===== config.mk =====
export PLATFORM = sky130hd
export DESIGN_NAME = tse_event_cfg
export DESIGN_NICKNAME = d
export VERILOG_FILES = /design/src/include/tse_pkg.sv /design/src/verilog/tse_event_cfg.sv
export SDC_FILE = /design/constraint.sdc
export NUM_CORES = 1
export LEC_CHECK = 0
export ABC_AREA = 1
export BUFFER_PORTS_ARGS = -buffer_cell sky130_fd_sc_hd__buf_2
export CAP_MARGIN = 25
export CORE_UTILIZATION = 35
export CTS_BUF_LIST = sky130_fd_sc_hd__clkbuf_8
export CTS_CLUSTER_SIZE = 14
export DETAILED_ROUTE_END_ITERATION = 8
export GPL_TIMING_DRIVEN = 0
export PLACE_DENSITY_LB_ADDON = 0.08
export SLEW_MARGIN = 20
export SYNTH_ARGS = -nofsm -noshare
export SYNTH_HDL_FRONTEND = slang
export SYNTH_SLANG_ARGS = --single-unit

===== constraint.sdc =====
create_clock -name i_clk -period 9.7 [get_ports i_clk]
set_clock_uncertainty 0.1 [all_clocks]
set_input_delay 0.485 -clock i_clk [delete_from_list [all_inputs] [get_ports i_clk]]
set_output_delay 0.485 -clock i_clk [all_outputs]
set_load 0.02 [all_outputs]

===== src/include/tse_pkg.sv =====
// shared constants and carrier types for the thermal sensor event/config block
package tse_pkg;

  // register index on the plain register port
  localparam logic [2:0] TSE_ADDR_CAP = 3'h0;
  localparam logic [2:0] TSE_ADDR_CFG = 3'h1;
  localparam logic [2:0] TSE_ADDR_UPPER = 3'h2;
  localparam logic [2:0] TSE_ADDR_LOWER = 3'h3;
  localparam logic [2:0] TSE_ADDR_CRIT = 3'h4;
  localparam logic [2:0] TSE_ADDR_TEMP = 3'h5;

  // capability word field positions
  localparam int TSE_CAP_BASIC = 0;
  localparam int TSE_CAP_ACCUR = 1;
  localparam int TSE_CAP_RANGE = 2;
  localparam int TSE_CAP_RES_LO = 3;
  localparam int TSE_CAP_HV = 5;
  localparam logic [1:0] TSE_CAP_RES_CODE = 2'h1;

  // configuration word field positions
  localparam int TSE_CFG_MODE = 0;
  localparam int TSE_CFG_POL = 1;
  localparam int TSE_CFG_CRIT_ONLY = 2;
  localparam int TSE_CFG_OUT_EN = 3;
  localparam int TSE_CFG_STATUS = 4;
  localparam int TSE_CFG_CLR_EVT = 5;
  localparam int TSE_CFG_ALM_LOCK = 6;
  localparam int TSE_CFG_CRIT_LOCK = 7;
  localparam int TSE_CFG_SHDN = 8;
  localparam int TSE_CFG_HYS_LO = 9;
  localparam int TSE_CFG_HYS_HI = 10;

  // reset values
  localparam logic [15:0] TSE_CFG_RESET = 16'h0000;
  localparam logic [1:0] TSE_HYS_RESET = 2'h0;

  // hysteresis codes and their size in quarter-degree steps
  localparam logic [1:0] TSE_HYS_OFF = 2'h0;
  localparam logic [1:0] TSE_HYS_1P5 = 2'h1;
  localparam logic [1:0] TSE_HYS_3P0 = 2'h2;
  localparam logic [5:0] TSE_HYS_STEPS_1P5 = 6'h06;
  localparam logic [5:0] TSE_HYS_STEPS_3P0 = 6'h0c;
  localparam logic [5:0] TSE_HYS_STEPS_6P0 = 6'h18;

  // one register port request
  typedef struct packed {
    logic [2:0] addr;
    logic [15:0] wdata;
    logic wr;
    logic rd;
  } tse_bus_req_t;

  // open-drain or push-pull event pin drive
  typedef struct packed {
    logic o;
    logic oe;
  } tse_pin_t;

endpackage


===== src/verilog/tse_event_cfg.sv =====
// thermal sensor capability, configuration and event pin logic
// Function
// - capability word 16 bits: trips supported, accuracy grade, address pin zero HV.
// - capability bits 4:3 read fixed resolution code 01, quarter degree.
// - capability bit 2 tells clamp-to-zero or signed negative readings.
// - capability bits 15:6 read zero.
// - alarm events trigger when temperature enters or leaves the alarm window.
// - critical-only bit 2 limits events to critical; frozen by alarm lock.
// - critical trip acts as comparator; clear-event cannot drop it.
// - hysteresis from bits 10:9 applies when upper or critical deasserts and when lower asserts.
// - hysteresis 00 off, 01 1.5, 10 3, 11 6 degrees; locked field.
// - interrupt mode: writing 1 to bit 5 clears event until next trigger.
// - comparator mode: reads and clear-event writes never touch the event; tracks temperature and thresholds.
// - bit 0 selects comparator (0) or interrupt (1); frozen by locks.
// - bit 1 polarity: 0 open-drain active low, 1 active high.
// - bit 3 enables event output, default off; frozen by locks.
// - status bit 4 reads 1 while an alarm or critical event is asserted.
// - alarm lock bit 6 blocks alarm trip writes, sticks until power-on reset.
// - critical lock bit 7 blocks critical trip writes, sticks until reset.
// - each lock takes effect after one single ordinary write.
// - shutdown bit 8 stops sampling, suppresses events, registers stay accessible.
// - setting shutdown ignored while locked; clearing shutdown always accepted.
// - clearing shutdown or power cycle resumes continuous sampling.
// - clear-event reads zero and does nothing in comparator mode.
// - configuration bits 15:11 read zero, writes ignored.
//
// Chosen here: strobed register access.
`timescale 1ns/10ps

module tse_event_cfg
  import tse_pkg::*;
#(
  parameter int TEMP_W = 11,          // signed quarter-degree temperature width
  parameter bit CAP_TRIPS = 1'b1,     // alarm and critical trips present
  parameter bit CAP_HI_ACC = 1'b1,    // high accuracy grade
  parameter bit CAP_NEG = 1'b1,       // negative readings reported signed
  parameter bit CAP_HV_PIN = 1'b1     // address_pin_zero high-voltage tolerant
) (
  input wire logic i_clk,                  // 20 MHz block clock
  input wire logic i_rst_n,                // async power-on reset, active low
  input wire logic i_ce,                   // clock enable, freezes all state except the reset synchroniser when low
  input wire tse_bus_req_t i_bus,          // register port request
  output logic [15:0] o_rdata,             // read data, cycle after read strobe
  input wire logic i_smp_clk,              // sample clock from thermal_sensing_unit
  input wire logic [TEMP_W-1:0] i_temp,    // conversion result from thermal_sensing_unit
  output logic o_smp_en,                   // high while sampling is allowed
  output tse_pin_t o_evt_pin,              // event pin drive and enable
  output logic o_evt_status                // internal event condition
);

  // refuse widths at elaboration: the read path sign-extends into sixteen bits,
  // and fewer than eight bits cannot hold a useful trip range
  if (TEMP_W < 8 || TEMP_W > 15) begin : g_bad_temp_w
    $error("tse_event_cfg: TEMP_W must lie in 8..15");
  end

  ////////////////////////////////////////////////////////////////////////////
  // reset release through two flops
  logic rst_meta_ff;
  logic rst_sync_ff;
  logic rst_n;

  always_ff @(posedge i_clk or negedge i_rst_n) begin
    if (!i_rst_n) begin
      rst_meta_ff <= 1'b0;
      rst_sync_ff <= 1'b0;
    end else begin
      rst_meta_ff <= 1'b1;
      rst_sync_ff <= rst_meta_ff;
    end
  end
  assign rst_n = rst_sync_ff;

  ////////////////////////////////////////////////////////////////////////////
  // configuration and trip storage
  logic mode_ff;
  logic pol_ff;
  logic crit_only_ff;
  logic out_en_ff;
  logic alm_lock_ff;
  logic crit_lock_ff;
  logic shdn_ff;
  logic [1:0] hys_ff;
  logic signed [TEMP_W-1:0] upper_ff;
  logic signed [TEMP_W-1:0] lower_ff;
  logic signed [TEMP_W-1:0] crit_ff;
  logic any_lock;
  logic cfg_wr;
  logic clr_evt_wr;

  assign any_lock = alm_lock_ff | crit_lock_ff;
  assign cfg_wr = i_bus.wr && (i_bus.addr == TSE_ADDR_CFG);
  // bit 5 is a write-only pulse, only meaningful in interrupt mode
  assign clr_evt_wr = cfg_wr && i_bus.wdata[TSE_CFG_CLR_EVT] && mode_ff;

  // fields frozen by either lock; old lock values decide, so one write can set a lock too
  always_ff @(posedge i_clk or negedge rst_n) begin
    if (!rst_n) begin
      mode_ff <= TSE_CFG_RESET[TSE_CFG_MODE];
      out_en_ff <= TSE_CFG_RESET[TSE_CFG_OUT_EN];
      hys_ff <= TSE_HYS_RESET;
    end else if (i_ce && cfg_wr && !any_lock) begin
      mode_ff <= i_bus.wdata[TSE_CFG_MODE];
      out_en_ff <= i_bus.wdata[TSE_CFG_OUT_EN];
      hys_ff <= i_bus.wdata[TSE_CFG_HYS_HI:TSE_CFG_HYS_LO];
    end
  end

  // polarity is never locked; critical-only is frozen by the alarm lock alone
  always_ff @(posedge i_clk or negedge rst_n) begin
    if (!rst_n) begin
      pol_ff <= TSE_CFG_RESET[TSE_CFG_POL];
      crit_only_ff <= TSE_CFG_RESET[TSE_CFG_CRIT_ONLY];
    end else if (i_ce && cfg_wr) begin
      pol_ff <= i_bus.wdata[TSE_CFG_POL];
      if (!alm_lock_ff) begin
        crit_only_ff <= i_bus.wdata[TSE_CFG_CRIT_ONLY];
      end
    end
  end

  // lock bits only ever set; a single write is enough, only power-on reset clears
  always_ff @(posedge i_clk or negedge rst_n) begin
    if (!rst_n) begin
      alm_lock_ff <= TSE_CFG_RESET[TSE_CFG_ALM_LOCK];
      crit_lock_ff <= TSE_CFG_RESET[TSE_CFG_CRIT_LOCK];
    end else if (i_ce && cfg_wr) begin
      if (i_bus.wdata[TSE_CFG_ALM_LOCK]) begin
        alm_lock_ff <= 1'b1;
      end
      if (i_bus.wdata[TSE_CFG_CRIT_LOCK]) begin
        crit_lock_ff <= 1'b1;
      end
    end
  end

  // shutdown: setting refused under a lock, clearing always taken
  always_ff @(posedge i_clk or negedge rst_n) begin
    if (!rst_n) begin
      shdn_ff <= TSE_CFG_RESET[TSE_CFG_SHDN];
    end else if (i_ce && cfg_wr) begin
      if (!i_bus.wdata[TSE_CFG_SHDN]) begin
        shdn_ff <= 1'b0;
      end else if (!any_lock) begin
        shdn_ff <= 1'b1;
      end
    end
  end

  // trip registers keep the low TEMP_W bits; locks refuse the write silently
  always_ff @(posedge i_clk or negedge rst_n) begin
    if (!rst_n) begin
      upper_ff <= '0;
      lower_ff <= '0;
      crit_ff <= '0;
    end else if (i_ce && i_bus.wr) begin
      if (i_bus.addr == TSE_ADDR_UPPER && !alm_lock_ff) begin
        upper_ff <= i_bus.wdata[TEMP_W-1:0];
      end
      if (i_bus.addr == TSE_ADDR_LOWER && !alm_lock_ff) begin
        lower_ff <= i_bus.wdata[TEMP_W-1:0];
      end
      if (i_bus.addr == TSE_ADDR_CRIT && !crit_lock_ff) begin
        crit_ff <= i_bus.wdata[TEMP_W-1:0];
      end
    end
  end

  ////////////////////////////////////////////////////////////////////////////
  // sample clock and temperature code crossing
  // the code must be stable for four block clocks around the sample edge
  logic [2:0] smp_clk_ff;
  logic [TEMP_W-1:0] temp_meta_ff;
  logic [TEMP_W-1:0] temp_sync_ff;
  logic smp_edge;

  always_ff @(posedge i_clk or negedge rst_n) begin
    if (!rst_n) begin
      smp_clk_ff <= 3'h0;
      temp_meta_ff <= '0;
      temp_sync_ff <= '0;
    end else if (i_ce) begin
      smp_clk_ff <= {smp_clk_ff[1:0], i_smp_clk};
      temp_meta_ff <= i_temp;
      temp_sync_ff <= temp_meta_ff;
    end
  end
  assign smp_edge = smp_clk_ff[1] & ~smp_clk_ff[2];

  // capture a reading; shutdown ignores conversions and keeps the last value
  logic signed [TEMP_W-1:0] temp_ff;
  logic temp_vld_ff;

  always_ff @(posedge i_clk or negedge rst_n) begin
    if (!rst_n) begin
      temp_ff <= '0;
      temp_vld_ff <= 1'b0;
    end else if (i_ce && smp_edge && !shdn_ff) begin
      temp_vld_ff <= 1'b1;
      if (!CAP_NEG && temp_sync_ff[TEMP_W-1]) begin
        temp_ff <= '0;
      end else begin
        temp_ff <= temp_sync_ff;
      end
    end
  end
  assign o_smp_en = ~shdn_ff;

  ////////////////////////////////////////////////////////////////////////////
  // threshold flags with hysteresis on the deasserting side of upper and critical, the asserting side of lower
  // compare two bits wider so threshold minus hysteresis cannot wrap
  localparam int CW = TEMP_W + 2;
  logic signed [CW-1:0] t_w;
  logic signed [CW-1:0] up_w;
  logic signed [CW-1:0] lo_w;
  logic signed [CW-1:0] cr_w;
  logic signed [CW-1:0] hys_w;
  logic above_ff;
  logic below_ff;
  logic crit_ff_flag;
  logic nxt_above;
  logic nxt_below;
  logic nxt_crit;

  // hysteresis code to quarter-degree steps
  always_comb begin
    unique case (hys_ff)
      TSE_HYS_OFF: hys_w = '0;
      TSE_HYS_1P5: hys_w = CW'(TSE_HYS_STEPS_1P5);
      TSE_HYS_3P0: hys_w = CW'(TSE_HYS_STEPS_3P0);
      default: hys_w = CW'(TSE_HYS_STEPS_6P0);
    endcase
  end

  assign t_w = CW'(temp_ff);
  assign up_w = CW'(upper_ff);
  assign lo_w = CW'(lower_ff);
  assign cr_w = CW'(crit_ff);

  // above sets past upper, clears at upper less hysteresis; critical sets at its threshold, clears only past it less hysteresis;
  // below sets past lower less hysteresis, clears at lower
  always_comb begin
    nxt_above = above_ff;
    nxt_below = below_ff;
    nxt_crit = crit_ff_flag;
    if (t_w > up_w) begin
      nxt_above = 1'b1;
    end else if (t_w <= up_w - hys_w) begin
      nxt_above = 1'b0;
    end
    if (t_w < lo_w - hys_w) begin
      nxt_below = 1'b1;
    end else if (t_w >= lo_w) begin
      nxt_below = 1'b0;
    end
    if (t_w >= cr_w) begin
      nxt_crit = 1'b1;
    end else if (t_w < cr_w - hys_w) begin
      nxt_crit = 1'b0;
    end
  end

  // re-evaluated every cycle once a reading is valid and outside shutdown, so reprogrammed thresholds act at once
  always_ff @(posedge i_clk or negedge rst_n) begin
    if (!rst_n) begin
      above_ff <= 1'b0;
      below_ff <= 1'b0;
      crit_ff_flag <= 1'b0;
    end else if (i_ce && temp_vld_ff && !shdn_ff) begin
      above_ff <= nxt_above;
      below_ff <= nxt_below;
      crit_ff_flag <= nxt_crit;
    end
  end

  ////////////////////////////////////////////////////////////////////////////
  // event state
  logic alarm_win;
  logic alarm_prev_ff;
  logic alarm_cross;
  logic int_evt_ff;
  logic evt_cond;

  assign alarm_win = above_ff | below_ff;
  assign alarm_cross = alarm_win ^ alarm_prev_ff;

  always_ff @(posedge i_clk or negedge rst_n) begin
    if (!rst_n) begin
      alarm_prev_ff <= 1'b0;
    end else if (i_ce) begin
      alarm_prev_ff <= alarm_win;
    end
  end

  // interrupt latch: any window crossing in interrupt mode sets it, comparator mode holds it clear; a crossing beats a clear
  always_ff @(posedge i_clk or negedge rst_n) begin
    if (!rst_n) begin
      int_evt_ff <= 1'b0;
    end else if (i_ce) begin
      if (alarm_cross && mode_ff) begin
        int_evt_ff <= 1'b1;
      end else if (clr_evt_wr || !mode_ff) begin
        int_evt_ff <= 1'b0;
      end
    end
  end

  // critical is always comparator-like, so clear-event never drops it
  always_comb begin
    if (shdn_ff || !CAP_TRIPS) begin
      evt_cond = 1'b0;
    end else if (crit_only_ff) begin
      evt_cond = crit_ff_flag;
    end else if (mode_ff) begin
      evt_cond = int_evt_ff | crit_ff_flag;
    end else begin
      evt_cond = alarm_win | crit_ff_flag;
    end
  end

  // registered pin drive; active-low is open-drain, active-high is push-pull
  logic status_ff;
  tse_pin_t pin_ff;

  always_ff @(posedge i_clk or negedge rst_n) begin
    if (!rst_n) begin
      status_ff <= 1'b0;
      pin_ff <= '0;
    end else if (i_ce) begin
      status_ff <= evt_cond;
      if (pol_ff) begin
        pin_ff.oe <= 1'b1;
        pin_ff.o <= evt_cond & out_en_ff;
      end else begin
        pin_ff.oe <= evt_cond & out_en_ff;
        pin_ff.o <= 1'b0;
      end
    end
  end
  assign o_evt_pin = pin_ff;
  assign o_evt_status = status_ff;

  ////////////////////////////////////////////////////////////////////////////
  // read path
  logic [15:0] cap_word;
  logic [15:0] cfg_word;
  logic [15:0] nxt_rdata;
  logic [15:0] rdata_ff;

  // capability word; upper bits stay zero
  always_comb begin
    cap_word = 16'h0000;
    cap_word[TSE_CAP_BASIC] = CAP_TRIPS;
    cap_word[TSE_CAP_ACCUR] = CAP_HI_ACC;
    cap_word[TSE_CAP_RANGE] = CAP_NEG;
    cap_word[TSE_CAP_RES_LO+1:TSE_CAP_RES_LO] = TSE_CAP_RES_CODE;
    cap_word[TSE_CAP_HV] = CAP_HV_PIN;
  end

  // configuration word; clear-event and 15:11 always read zero
  always_comb begin
    cfg_word = 16'h0000;
    cfg_word[TSE_CFG_MODE] = mode_ff;
    cfg_word[TSE_CFG_POL] = pol_ff;
    cfg_word[TSE_CFG_CRIT_ONLY] = crit_only_ff;
    cfg_word[TSE_CFG_OUT_EN] = out_en_ff;
    cfg_word[TSE_CFG_STATUS] = status_ff;
    cfg_word[TSE_CFG_CLR_EVT] = 1'b0;
    cfg_word[TSE_CFG_ALM_LOCK] = alm_lock_ff;
    cfg_word[TSE_CFG_CRIT_LOCK] = crit_lock_ff;
    cfg_word[TSE_CFG_SHDN] = shdn_ff;
    cfg_word[TSE_CFG_HYS_HI:TSE_CFG_HYS_LO] = hys_ff;
  end

  // address decode; unmapped indexes read zero; reads have no side effect
  always_comb begin
    unique case (i_bus.addr)
      TSE_ADDR_CAP: nxt_rdata = cap_word;
      TSE_ADDR_CFG: nxt_rdata = cfg_word;
      TSE_ADDR_UPPER: nxt_rdata = 16'(upper_ff);
      TSE_ADDR_LOWER: nxt_rdata = 16'(lower_ff);
      TSE_ADDR_CRIT: nxt_rdata = 16'(crit_ff);
      TSE_ADDR_TEMP: nxt_rdata = 16'(temp_ff);
      default: nxt_rdata = 16'h0000;
    endcase
  end

  // data stands one cycle after the strobe and returns to zero otherwise
  always_ff @(posedge i_clk or negedge rst_n) begin
    if (!rst_n) begin
      rdata_ff <= 16'h0000;
    end else if (i_ce) begin
      rdata_ff <= i_bus.rd ? nxt_rdata : 16'h0000;
    end
  end
  assign o_rdata = rdata_ff;

endmodule // tse_event_cfg


==> out/qor.yml <==
status:
  run_status: "finished, final reports clean"
timing:
  setup_ws_ns: 6.185
  final-hold-violation-count: 0
  report.final.slew_viol_count: 0
  period_minus_slack_ns: 3.515
  fmax_ghz: 0.2845
  final.setup.tns_ns: 0
  worst_slew_margin_rel: 0.4964
  worstMarginPinSlew_ns: 0.7513
  post-route-period-util: 0.3624
  setup_violations: 0
  rsz0062_at_grt: "no"
logic_synthesis:
  netlist-cell-type-count: 40
  syn_avg_cell_area_um2: 7.901
  synth_cells: 841
  synth_fp_nets: 958
  synth_area_leader_cell: "sky130_fd_sc_hd__dfrtp_1"
  synth-seq-area-share: 0.3803
  synth_top_area_frac: 0.3803
  synth_area_um2: 6645
  yosys_warnings: 0
  synth.top_cells.by_area: "sky130_fd_sc_hd__dfrtp_1 (38%), sky130_fd_sc_hd__ha_1 (15%), sky130_fd_sc_hd__nand2_1 (13%), sky130_fd_sc_hd__o21ai_0 (7.1%), sky130_fd_sc_hd__inv_1 (6.6%)"
  synth-seq-cells: 101
flow_run:
  drv_cap: 0
routing:
  dr.pass1.iters: 5
  finalWirelength_um: 19820
  vias_after_detailed_routing: 5641
  remaining_drc_errors: 0
  drt_iter0_markers: 234
  routed_wire_length_per_instance_um: 17.37
  ant_nets: 0
  detail_route.vias_per_cell: 4.944
floorplanning:
  floorplan.core_area_um2: 18640
  boundaryPins: 56
  floorplan.die_area_um2: 19540
  floorplan.initialDensity: 0.3564
  die_h_um: 139.8
  core.rowCount: 50
  die_w_um: 139.8
critical_path:
  timing.critical_path.to_type: "flop"
  crit_path_start_kind: "flop"
  required_ns: 9.90
  crit_path_max_fanout: 6
  critPathKind: "reg2reg"
  worst_ep_arrival_time_ns: 3.71
clock_tree:
  cts_hold_repair.buffers: 1
  cts-resized-gates: 0
  cts_inserted_buffers: 9
  path_clk_slew_ns: 0.12
  cts.sink_count: 101
  cts_max_level: 3
  cts.path.max_buffers: 2
  post-cts-setup-buffer-count: 0
  tritoncts: "done"
  cts_root_buf: "sky130_fd_sc_hd__clkbuf_8"
  clk_latency_ns: 0.39
global_routing:
  maximum_number_of_pins_on_one_net_before_global_route_repair: 56
  antenna_found_initial: 0
  first_global_vias: 5412
  grt_util_all_layers: 0.2147
  grt_total_ovfl: 0
  grt_pass1_wl_um: 31170
place:
  globalplace.congestion: 0.8061
  placedInstanceArea_um2: 7214
  dpl_worst_slack_ns: 6.159
  io_buffers: 48
  post-dp-hpwl_um: 15630
power:
  worst_ir_drop_vdd_v: 0.00009996
  totalPowerFinal_mw: 1.363
  leakagePower_nw: 3.709
  pwr_density_nw_per_um2: 183.8
finish:
  regArea_um2: 2531
  fill_cells: 2007
  layout.cell_area.non_filler_um2: 7416
  layout_cells_sized_above_1: 0.1047
  multi_input_area_um2: 3546
  finalNetCount: 1019
  layout-area-overhead-vs-synth_pct: 11.60
  antenna_cell_count: 0
min_path:
  min_path_type: "in2reg"
## through the flow
step	cells	hold slack [ns]	util
after CTS	1141	0.1669	0.3978
final	1141	0.1819	0.3978
after global routing	1141	0.1627	0.3978
after floorplan	841	0.08941	-
after global placement	1123	0.1717	0.3850
after detailed placement	1124	0.1726	0.3870
## logic make-up after synthesis
family                     after synthesis  share of synthesized area
and+or+nand+nor                        322                     0.2096
AOI/OAI and AO/OA                      173                     0.1405
buffers and inverters                  143                    0.08680
DFF                                    101                     0.3803
adders and majority gates               81                     0.1559
xor gates and xnor gates                20                    0.02636
other                                    1                  0.0005643
## cell type report
type,instances,area share
Clock inverter,6,0.007255
Sequential cell,101,0.3413
Timing Repair Buffer,50,0.03746
Multi-Input combinational cell,597,0.4782
Buffer,22,0.01653
Tap cell,234,0.03948
Clock buffer,10,0.01856
Inverter,121,0.06125
## worst paths after layout
| check | startpoint | end | slack, ns | depth (start not counted) |
|---|---|---|---|---|
| max | hys_ff[0] | above_ff | 6.18 | 23 |
| min | i_temp[3] | temp_meta_ff[3] | 0.18 | 3 |
| max reg2reg | hys_ff[0] | above_ff | 6.18 | 23 |
| min reg2reg | rst_meta_ff | rst_n | 0.26 | 0 |
| max in group asynchronous | rst_n | temp_ff[7] | 8.51 | 1 |
| min in group asynchronous | rst_n | lower_ff[8] | 0.27 | 0 |
## power by group
group	internal (mW)	total [mW]	switching, mW
combinational	0.221	0.530	0.309
clock	0.105	0.272	0.168
sequential	0.465	0.561	0.0958
total	0.791	1.36	0.572
## layout by cell type, fill, tap and decap left out, types with 2 or more instances in the layout
cell type                  instances
sky130_fd_sc_hd__ha_1             78
sky130_fd_sc_hd__o21ai_0          94
sky130_fd_sc_hd__and2_1            2
sky130_fd_sc_hd__o22ai_1          11
sky130_fd_sc_hd__a211oi_1          5
sky130_fd_sc_hd__inv_2             4
sky130_fd_sc_hd__clkinv_4          3
sky130_fd_sc_hd__nand2_1         227
sky130_fd_sc_hd__a21oi_1          35
sky130_fd_sc_hd__nor4_1            2
sky130_fd_sc_hd__xor2_1           19
sky130_fd_sc_hd__a22oi_1           3
sky130_fd_sc_hd__nand3_4           2
sky130_fd_sc_hd__nor2_4            4
sky130_fd_sc_hd__a21o_1            2
sky130_fd_sc_hd__nor3_1            7
sky130_fd_sc_hd__nor2_1           33
sky130_fd_sc_hd__o21a_1            4
sky130_fd_sc_hd__nand3_1          23
sky130_fd_sc_hd__o211ai_1          2
sky130_fd_sc_hd__nand4_1          16
sky130_fd_sc_hd__clkbuf_1         10
sky130_fd_sc_hd__fa_1              3
sky130_fd_sc_hd__buf_6             2
sky130_fd_sc_hd__buf_2            52
sky130_fd_sc_hd__clkbuf_8         10
sky130_fd_sc_hd__inv_1           117
sky130_fd_sc_hd__buf_4             5
sky130_fd_sc_hd__o21ai_1          13
sky130_fd_sc_hd__dfrtp_1         100
## metal layers
layer  GRT usage  wire, um  part of all wire  vias up
li1            -         -                 -     2881
met4     0.04800       265             0.013        0
met5           0         0                 0        -
met1      0.3207     10460              0.53     2656
met3     0.03269       642             0.032       14
met2      0.3239      8447              0.43       90
## cell usage after synthesis (all sizes together)
master / n
nand2: 229
inv: 121
o21ai: 107
dfrtp: 101
ha: 78
nor2: 37
a21oi: 36
nand3: 26
xor2: 19
nand4: 17
buf: 11
clkbuf: 11
o22ai: 11
nor3: 9
a211oi: 5
o21a: 4
a22oi: 3
fa: 3
a21o: 2
and2: 2
nor4: 2
o211ai: 2
conb: 1
o2111ai: 1
o21bai: 1
o311ai: 1
xnor2: 1
## flip-flops by register name (all words and copies together), names as in the netlist, 3 cells and up
register	cells
lower_ff	11
o_rdata	12
upper_ff	11
temp_ff	11
smp_clk_ff	3
crit_ff	11
temp_meta_ff	11
temp_sync_ff	11
## critical path, stage by stage, from the launching register on
cell and delay [ns]:
sky130_fd_sc_hd__dfrtp_1 0.44, sky130_fd_sc_hd__inv_1 0.08, sky130_fd_sc_hd__ha_1 0.48, sky130_fd_sc_hd__ha_1 0.30, sky130_fd_sc_hd__a21oi_1 0.19, sky130_fd_sc_hd__a21oi_2 0.09, sky130_fd_sc_hd__nand2_1 0.08, sky130_fd_sc_hd__nand2_1 0.05
sky130_fd_sc_hd__nor2_1 0.24, sky130_fd_sc_hd__nand3_1 0.11, sky130_fd_sc_hd__nand2_1 0.08, sky130_fd_sc_hd__nand2_1 0.05, sky130_fd_sc_hd__ha_1 0.26, sky130_fd_sc_hd__nand2_1 0.06, sky130_fd_sc_hd__inv_1 0.06, sky130_fd_sc_hd__nand2_1 0.08
sky130_fd_sc_hd__nor2_1 0.18, sky130_fd_sc_hd__nand2_1 0.10, sky130_fd_sc_hd__nand3_1 0.08, sky130_fd_sc_hd__nand2_1 0.05, sky130_fd_sc_hd__nand3_1 0.08, sky130_fd_sc_hd__nand2_1 0.06, sky130_fd_sc_hd__nand2_1 0.08, sky130_fd_sc_hd__nand2_1 0.04
(Power assumes the default switching activity.)
